## config.mk

```make
export PLATFORM = sky130hd
export DESIGN_NAME = tcm_top
export DESIGN_NICKNAME = d
export VERILOG_FILES = /design/src/verilog/tcm_pkg.sv /design/src/verilog/tcm_top.sv
export SDC_FILE = /design/constraint.sdc
export NUM_CORES = 1
export LEC_CHECK = 0
export BUFFER_PORTS_ARGS = -buffer_cell sky130_fd_sc_hd__buf_2
export CAP_MARGIN = 15
export CORE_ASPECT_RATIO = 0.6
export CORE_MARGIN = 2
export CORE_UTILIZATION = 57
export CTS_CLUSTER_DIAMETER = 120
export DETAILED_ROUTE_END_ITERATION = 8
export PLACE_DENSITY = 0.81
export SETUP_SLACK_MARGIN = 0.02
export SLEW_MARGIN = 5
export SYNTH_ARGS = -nofsm -noshare
export SYNTH_HDL_FRONTEND = slang
export SYNTH_SLANG_ARGS = --single-unit
```

## constraint.sdc

```tcl
create_clock -name clk_sys_i -period 3.45 [get_ports clk_sys_i]
set_input_delay 0.69 -clock clk_sys_i [delete_from_list [all_inputs] [get_ports clk_sys_i]]
set_output_delay 0.69 -clock clk_sys_i [all_outputs]
set_load 0.05 [all_outputs]
```

## src/verilog/tcm_pkg.sv

```systemverilog
// Package: register map, mode codes and carrier types for the compare match unit
package tcm_pkg;

    // Register word indices (byte address = index * 4)
    localparam int TCM_ADDR_W = 4;
    localparam logic [3:0] TCM_REG_CTL1 = 4'h0;
    localparam logic [3:0] TCM_REG_CTL2 = 4'h1;
    localparam logic [3:0] TCM_REG_CMP1_LO = 4'h2;
    localparam logic [3:0] TCM_REG_CMP1_HI = 4'h3;
    localparam logic [3:0] TCM_REG_CMP2_LO = 4'h4;
    localparam logic [3:0] TCM_REG_CMP2_HI = 4'h5;
    localparam logic [3:0] TCM_REG_IE2 = 4'h6;
    localparam logic [3:0] TCM_REG_IF2 = 4'h7;
    localparam logic [3:0] TCM_REG_APS = 4'h8;
    localparam logic [3:0] TCM_REG_FLAGS = 4'h9;
    localparam logic [3:0] TCM_REG_CNT_LO = 4'ha;
    localparam logic [3:0] TCM_REG_CNT_HI = 4'hb;
    localparam logic [3:0] TCM_REG_TCTL = 4'hc;

    // Field positions
    localparam int TCM_CTL_W = 6;
    localparam int TCM_FLAGS_U1 = 0;
    localparam int TCM_FLAGS_U2 = 1;
    localparam int TCM_FLAGS_OVF = 2;
    localparam int TCM_TCTL_RUN = 0;
    localparam int TCM_TCTL_EXT = 1;
    localparam int TCM_APS_U2 = 0;

    // Reset values
    localparam logic [5:0] TCM_CTL_RST = 6'h00;
    localparam logic [15:0] TCM_CMP_RST = 16'h0000;
    localparam logic [15:0] TCM_CNT_RST = 16'h0000;
    localparam logic [1:0] TCM_TCTL_RST = 2'h0;

    // Mode select field encodings
    localparam logic [3:0] TCM_MODE_OFF = 4'h0;
    localparam logic [3:0] TCM_MODE_TOGGLE = 4'h2;
    localparam logic [3:0] TCM_MODE_SET = 4'h8;
    localparam logic [3:0] TCM_MODE_CLR = 4'h9;
    localparam logic [3:0] TCM_MODE_SWI = 4'ha;
    localparam logic [3:0] TCM_MODE_SPEV = 4'hb;

    // State of one compare unit
    typedef struct packed {
        logic [5:0] ctl;
        logic [15:0] cmp;
        logic latch;
        logic eq;
        logic flag;
    } tcm_unit_type;

    // One pin: data out and active-low drive enable
    typedef struct packed {
        logic o;
        logic oe_n;
    } tcm_pin_type;

endpackage

```

## src/verilog/tcm_top.sv

```systemverilog
// Compare match unit: two compare channels, base timer, Avalon-MM register slave
//
// Behaviour
// - Compare 16-bit value with timer count continuously; equality is a match.
// - On match, pin action follows the four-bit mode select field.
// - Every compare mode sets the unit match flag on match.
// - Mode 1010 sets flag only; pin stays under port control.
// - Mode 1011 resets the timer on match and leaves the pin alone.
// - Only unit 2 in mode 1011 starts A/D, if converter enabled.
// - Special event output rises in the very cycle equality appears.
// - Timer clears only at next timer clock tick after the trigger.
// - Trigger-caused timer clear does not set the overflow flag.
// - Rewriting compare value before that tick cancels the pending clear.
// - Clearing unit control forces compare latch low; port latch untouched.
// - Fosc/4-clocked timer holds during sleep, resumes after wake.
// - Externally clocked timer keeps counting during sleep.
// - Unit 2 output goes to one of two pins by route bit.
// - 0010 toggles, 1000 sets, 1001 clears the pin; all set flag.
// - Mode 0000 turns the unit off and clears its compare latch.
//
// Decided for this implementation: register access over Avalon-MM and the placing of the registers.
module tcm_top (
    // Clock and reset
    input wire logic clk_sys_i,
    input wire logic srst_i,
    // Avalon-MM slave
    input wire logic [tcm_pkg::TCM_ADDR_W-1:0] avs_address_i,
    input wire logic avs_read_i,
    input wire logic avs_write_i,
    input wire logic [31:0] avs_writedata_i,
    output logic [31:0] avs_readdata_o,
    output logic avs_waitrequest_o,
    // Timer clock enable and system state
    input wire logic tmr_tick_i,
    input wire logic sleep_i,
    input wire logic adc_enable_i,
    // Port data and direction latches: unit 1 pin, unit 2 pins A and B
    input wire logic [2:0] port_data_i,
    input wire logic [2:0] pin_direction_bit_i,
    // Compare pins and events
    output tcm_pkg::tcm_pin_type [2:0] compare_pin_o,
    output logic [1:0] special_event_o,
    output logic adc_start_o
);
    import tcm_pkg::*;

    tcm_unit_type [1:0] unit, next_unit;
    logic [15:0] count, next_count;
    logic [1:0] tctl, next_tctl;
    logic ie2, next_ie2;
    logic route, next_route;
    logic ovf, next_ovf;
    logic [31:0] rdata, next_rdata;
    logic wait_n, next_wait_n;
    tcm_pin_type [2:0] pin, next_pin;
    logic [1:0] spev, next_spev;
    logic adc, next_adc;

    // Modes in which the unit owns its pin
    function automatic logic drives_pin(input logic [3:0] m);
        return (m == TCM_MODE_TOGGLE) || (m == TCM_MODE_SET) || (m == TCM_MODE_CLR);
    endfunction

    // Any compare mode, i.e. one that reports matches
    function automatic logic is_compare(input logic [3:0] m);
        return drives_pin(m) || (m == TCM_MODE_SWI) || (m == TCM_MODE_SPEV);
    endfunction

    // Register index of a unit's low or high compare byte
    function automatic logic [3:0] cmp_idx(input int u, input logic hi);
        return 4'(int'(TCM_REG_CMP1_LO) + 2 * u + int'(hi));
    endfunction

    // Register read mux
    function automatic logic [31:0] read_reg(input logic [3:0] a);
        logic [31:0] d;
        d = 32'h0000_0000;
        unique case (a)
            TCM_REG_CTL1: d[5:0] = unit[0].ctl;
            TCM_REG_CTL2: d[5:0] = unit[1].ctl;
            TCM_REG_CMP1_LO: d[7:0] = unit[0].cmp[7:0];
            TCM_REG_CMP1_HI: d[7:0] = unit[0].cmp[15:8];
            TCM_REG_CMP2_LO: d[7:0] = unit[1].cmp[7:0];
            TCM_REG_CMP2_HI: d[7:0] = unit[1].cmp[15:8];
            TCM_REG_IE2: d[0] = ie2;
            TCM_REG_IF2: d[0] = unit[1].flag;
            TCM_REG_APS: d[TCM_APS_U2] = route;
            TCM_REG_FLAGS: d[2:0] = {ovf, unit[1].flag, unit[0].flag};
            TCM_REG_CNT_LO: d[7:0] = count[7:0];
            TCM_REG_CNT_HI: d[7:0] = count[15:8];
            TCM_REG_TCTL: d[1:0] = tctl;
            default: d = 32'h0000_0000;
        endcase
        return d;
    endfunction

    // Next-state logic: bus access, timer, compare channels, pins
    always_comb begin
        logic wr;
        logic tmr_clear;
        logic advance;
        logic [3:0] m;
        logic hit;
        wr = 1'b0;
        tmr_clear = 1'b0;
        advance = 1'b0;
        m = 4'h0;
        hit = 1'b0;
        next_unit = unit;
        next_count = count;
        next_tctl = tctl;
        next_ie2 = ie2;
        next_route = route;
        next_ovf = ovf;
        next_rdata = rdata;
        next_wait_n = 1'b0;
        next_pin = pin;
        next_spev = 2'b00;
        next_adc = 1'b0;

        // Bus handshake: one wait cycle, then a single acknowledged cycle
        if ((avs_read_i || avs_write_i) && !wait_n) begin
            next_wait_n = 1'b1;
            next_rdata = read_reg(avs_address_i);
        end
        wr = avs_write_i && wait_n;

        // Register writes; FLAGS bits clear on written one, IF2 takes the written bit; hardware set overrides below
        if (wr) begin
            for (int u = 0; u < 2; u++) begin
                if (avs_address_i == 4'(int'(TCM_REG_CTL1) + u)) begin
                    next_unit[u].ctl = avs_writedata_i[TCM_CTL_W-1:0];
                end
                if (avs_address_i == cmp_idx(u, 1'b0)) begin
                    next_unit[u].cmp[7:0] = avs_writedata_i[7:0];
                end
                if (avs_address_i == cmp_idx(u, 1'b1)) begin
                    next_unit[u].cmp[15:8] = avs_writedata_i[7:0];
                end
            end
            unique case (avs_address_i)
                TCM_REG_IE2: next_ie2 = avs_writedata_i[0];
                TCM_REG_IF2: next_unit[1].flag = avs_writedata_i[0];
                TCM_REG_APS: next_route = avs_writedata_i[TCM_APS_U2];
                TCM_REG_FLAGS: begin
                    if (avs_writedata_i[TCM_FLAGS_U1]) next_unit[0].flag = 1'b0;
                    if (avs_writedata_i[TCM_FLAGS_U2]) next_unit[1].flag = 1'b0;
                    if (avs_writedata_i[TCM_FLAGS_OVF]) next_ovf = 1'b0;
                end
                TCM_REG_TCTL: next_tctl = avs_writedata_i[1:0];
                default: ;
            endcase
        end

        // Pending clear only while a trigger's equality still holds
        for (int u = 0; u < 2; u++) begin
            if (unit[u].ctl[3:0] == TCM_MODE_SPEV && unit[u].eq) begin
                tmr_clear = 1'b1;
            end
        end

        // Instruction-clocked timer freezes in sleep, external source keeps running
        advance = tmr_tick_i && tctl[TCM_TCTL_RUN]
            && (!sleep_i || tctl[TCM_TCTL_EXT]);
        if (advance) begin
            if (tmr_clear) begin
                next_count = TCM_CNT_RST;
            end else begin
                next_count = count + 16'h0001;
                if (count == 16'hffff) next_ovf = 1'b1;
            end
        end

        // Compare channels, evaluated on next values so equality is seen at once
        for (int u = 0; u < 2; u++) begin
            m = unit[u].ctl[3:0];
            next_unit[u].eq = (next_count == next_unit[u].cmp);
            hit = next_unit[u].eq && !unit[u].eq && is_compare(m);
            if (hit) begin
                next_unit[u].flag = 1'b1;
                unique case (m)
                    TCM_MODE_TOGGLE: next_unit[u].latch = !unit[u].latch;
                    TCM_MODE_SET: next_unit[u].latch = 1'b1;
                    TCM_MODE_CLR: next_unit[u].latch = 1'b0;
                    default: ;
                endcase
            end
            // Trigger is a level for as long as the match holds
            next_spev[u] = next_unit[u].eq && (m == TCM_MODE_SPEV);
            if (next_unit[u].ctl[3:0] == TCM_MODE_OFF) begin
                next_unit[u].latch = 1'b0;
            end
        end
        // Converter start belongs to the second unit only
        next_adc = next_spev[1] && !spev[1] && adc_enable_i;

        // Pins: port latch unless the unit owns it; enable mirrors direction bit
        for (int p = 0; p < 3; p++) begin
            next_pin[p].o = port_data_i[p];
            next_pin[p].oe_n = pin_direction_bit_i[p];
        end
        if (drives_pin(next_unit[0].ctl[3:0])) begin
            next_pin[0].o = next_unit[0].latch;
        end
        if (drives_pin(next_unit[1].ctl[3:0])) begin
            next_pin[next_route ? 2 : 1].o = next_unit[1].latch;
        end
    end

    // State registers
    always_ff @(posedge clk_sys_i) begin
        if (srst_i) begin
            for (int u = 0; u < 2; u++) begin
                unit[u].ctl <= TCM_CTL_RST;
                unit[u].cmp <= TCM_CMP_RST;
                unit[u].latch <= 1'b0;
                unit[u].eq <= 1'b0;
                unit[u].flag <= 1'b0;
            end
            count <= TCM_CNT_RST;
            tctl <= TCM_TCTL_RST;
            ie2 <= 1'b0;
            route <= 1'b0;
            ovf <= 1'b0;
            rdata <= 32'h0000_0000;
            wait_n <= 1'b0;
            for (int p = 0; p < 3; p++) begin
                pin[p].o <= 1'b0;
                pin[p].oe_n <= 1'b1; // Released until direction bits are seen
            end
            spev <= 2'b00;
            adc <= 1'b0;
        end else begin
            unit <= next_unit;
            count <= next_count;
            tctl <= next_tctl;
            ie2 <= next_ie2;
            route <= next_route;
            ovf <= next_ovf;
            rdata <= next_rdata;
            wait_n <= next_wait_n;
            pin <= next_pin;
            spev <= next_spev;
            adc <= next_adc;
        end
    end

    // Outputs straight from flops
    assign avs_readdata_o = rdata;
    assign avs_waitrequest_o = !wait_n;
    assign compare_pin_o = pin;
    assign special_event_o = spev;
    assign adc_start_o = adc;
endmodule

```

==> metrics.cfg <==
[run_status]
run_status=complete, no violations

[synth]
synth_cells=675
synth_area_um2=5490
ys_ff_latch=89
yosysTopAreaCell=dfxtp_1
synthArstFlopShare_pct=0
seq_area_frac_synth_pct=32.5
ys_types=63
synth_common_cells=98 x nor2_1, 89 x dfxtp_1, 59 x mux2i_1
yosysMostFrequentCell=nor2_1
avgSynthCellArea_um2=8.13
yosysWarningCount=0
synth_flop_cell=dfxtp_1
synth_top_area_share_pct=32.5
synth_edf_count=0
ys_top_cells_by_area=dfxtp_1 32%, mux2i_1 11%, nor2_1 6.7%

[sta]
period_needed_ns=3.34
setup_viol=0
rsz0062_at_grt=false
worstMarginPinSlew_ns=0.968
finalMaxSlewViolations=0
holdWs_ns=0.465
fin_skew_ns=0.00775
hold_viol=0
post-route-period-util_pct=96.7
max-slew-margin-rel_pct=33.8
max_freq_mhz=300

[routing]
first_pass_iters=6
drt-total-wl_um=18900
vias=5676
drc=0
drt-vias-per-instance=6.41
drtIter0Drc=916
ant_nets=0
wl_per_cell_um=21.3

[global_routing]
grt_max_degree=46
grt.total_usage_pct=37.2
grt_pass1_vias=5142
grt_pass1_wl_um=28500
antenna_found_initial=1
grt_overflow=0

[cts]
h-tree-depth=3
cts_tree=built
cts_hold_buf=0
cts_buffers=9
clockRootBuffer=clkbuf_16
cts.sinks=89
cts_setup_buffers=0
cts_max_path_buffers=2
cts_resized=0
clk_pin_slew_ns=0.07
clk_latency_ns=0.35

[worst_setup_path]
crit_slowest_cell=nor4_1
crit_path_cell_trace=and4b_1 > a22o_1 > buf_4 > nor4_1 > a211oi_1 > a2111oi_0 > nand4_1 > buf_4 > nand4bb_1 > a311oi_1
cp-end-kind=flop
crit_top_cell=buf_4
reg2reg_depth=10
critPathRequiredTime_ns=3.71
crit_arrival_ns=3.60
crit_fanout=10
cpPeakStageDelay_ns=0.57
cp-start-kind=flop
criticalPathCategory=flop to flop

[power_and_ir_drop]
p_clk_share_pct=39.5
power_frac_comb_pct=14.9
intPower_mw=1.64
ir_drop_uv=307
seqPwrFrac_pct=45.5
finalPower_mw=2.35
p_sw_share_pct=30.3
power_density_nw_per_um2=368
p_leak_nw=2.69
switchingPower_uw=712

[finish]
fin_area_um2=6370
layout.nets=800
drive_above_1_share_pct=20.5
fin_cells=886
syn2layout_area_growth_pct=16.1

[floorplanning]
ios=91
core_area_um2=9260
start_util_pct=59.3
fp.dieH_um=80.0
rows=27
die_x_um=131
dieArea_um2=10500

[placed_design]
routabilityCongestion=1.02
dpl_cell_area_um2=6090
place_inst=869
place.port_buffers=42
dp_hpwl_um=14500

[worst_hold_path]
hold_class=flop to flop
min_path_cells=2

[job]
maxCapViolCount=0

==> sequential cells by signal (all words and copies together) (netlist names) <==
register / flops
unit: 50
count: 16
avs_readdata_o: 8
adc_start_o: 1
tctl: 2
ie2: 1
ovf: 1
wait_n: 1
special_event_o: 2
route: 1
compare_pin_o: 6
==> cell type report <==
type | instances | area [µm²]
multi-input cells | 525 | 3370
clock inverters | 6 | 43.8
fillers | 815 | 2880
diodes | 1 | 2.50
inverters | 13 | 48.8
well taps | 130 | 163
repair buffers | 112 | 736
flip-flops and latches | 89 | 1780
clock buffers | 10 | 229
==> power groups by stage <==
stage,clock network [mW],registers [mW],logic [mW]
2_1_floorplan,0,1.11,0.213
6_report,0.928,1.07,0.351
4_1_cts,0.926,1.07,0.339
5_1_grt,0.984,1.07,0.367
3_5_place_dp,0,1.09,0.338
3_3_place_gp,0,1.09,0.332
==> through the flow <==
step           setup WS (ns)  setup TNS (ns)  utilization [%]
2_1_floorplan          0.258               0                -
3_3_place_gp          0.0792               0             65.7
3_5_place_dp         -0.0618          -0.109             65.7
4_1_cts                0.130               0             68.7
5_1_grt               0.0294               0             68.8
6_report               0.113               0             68.8
==> routing by layer <==
metal | track usage (%) | share of wire [%]
met5 | 0 | 0
met4 | 10.3 | 2.0
met3 | 12.9 | 14
met2 | 52.9 | 41
met1 | 53.0 | 43
==> worst max-delay path: cells and delay by family, from the launching register on <==
kind | cells | cell delay (ns)
compound gates | 4 | 1.22
buf+inv | 2 | 0.39
flops | 1 | 0.39
simple gates | 4 | 1.25
==> logic make-up after synthesis <==
group                      Yosys count  synth area share (%)
muxes                               75                  14.7
DFF                                 89                  32.5
other                                1                0.0683
xor gates and xnor gates            12                  1.91
buffers and inverters               84                  7.98
AOI/OAI and AO/OA                  127                  15.8
and+or+nand+nor                    286                  26.9
adders and majority gates            1                 0.228
==> worst paths after layout <==
| kind | start | end | slack (ns) |
|---|---|---|---|
| worst max-delay path | unit[47]$_SDFF_PP0_ | compare_pin_o[1]$_SDFF_PP0_ | 0.11 |
| worst min-delay path | avs_readdata_o[2]$_SDFFE_PP0P_ | avs_readdata_o[2]$_SDFFE_PP0P_ | 0.46 |
| worst max register to register | unit[47]$_SDFF_PP0_ | compare_pin_o[1]$_SDFF_PP0_ | 0.11 |
| worst min register to register | avs_readdata_o[2]$_SDFFE_PP0P_ | avs_readdata_o[2]$_SDFFE_PP0P_ | 0.46 |
==> cell usage in the layout (no fill, tap or decap), types with 9 or more instances in the layout <==
cell / synthesis / routed
nand2_1: 32 / 32
buf_4: 24 / 70
a21oi_1: 22 / 22
a31oi_1: 10 / 10
or3_1: 12 / 12
nand4_1: 16 / 16
dfxtp_1: 89 / 89
nor2_1: 98 / 98
nor2b_1: 9 / 9
o21ai_0: 23 / 22
mux2i_1: 59 / 58
buf_2: 8 / 42
a211oi_1: 11 / 11
inv_1: 12 / 12
conb_1: 1 / 24
clkbuf_16: 0 / 9
mux2_2: 13 / 13
nor3_1: 24 / 24
and3_1: 9 / 9
nor4_1: 15 / 15
nand3_1: 28 / 28
Note: power is estimated with default switching activity, not from simulation.
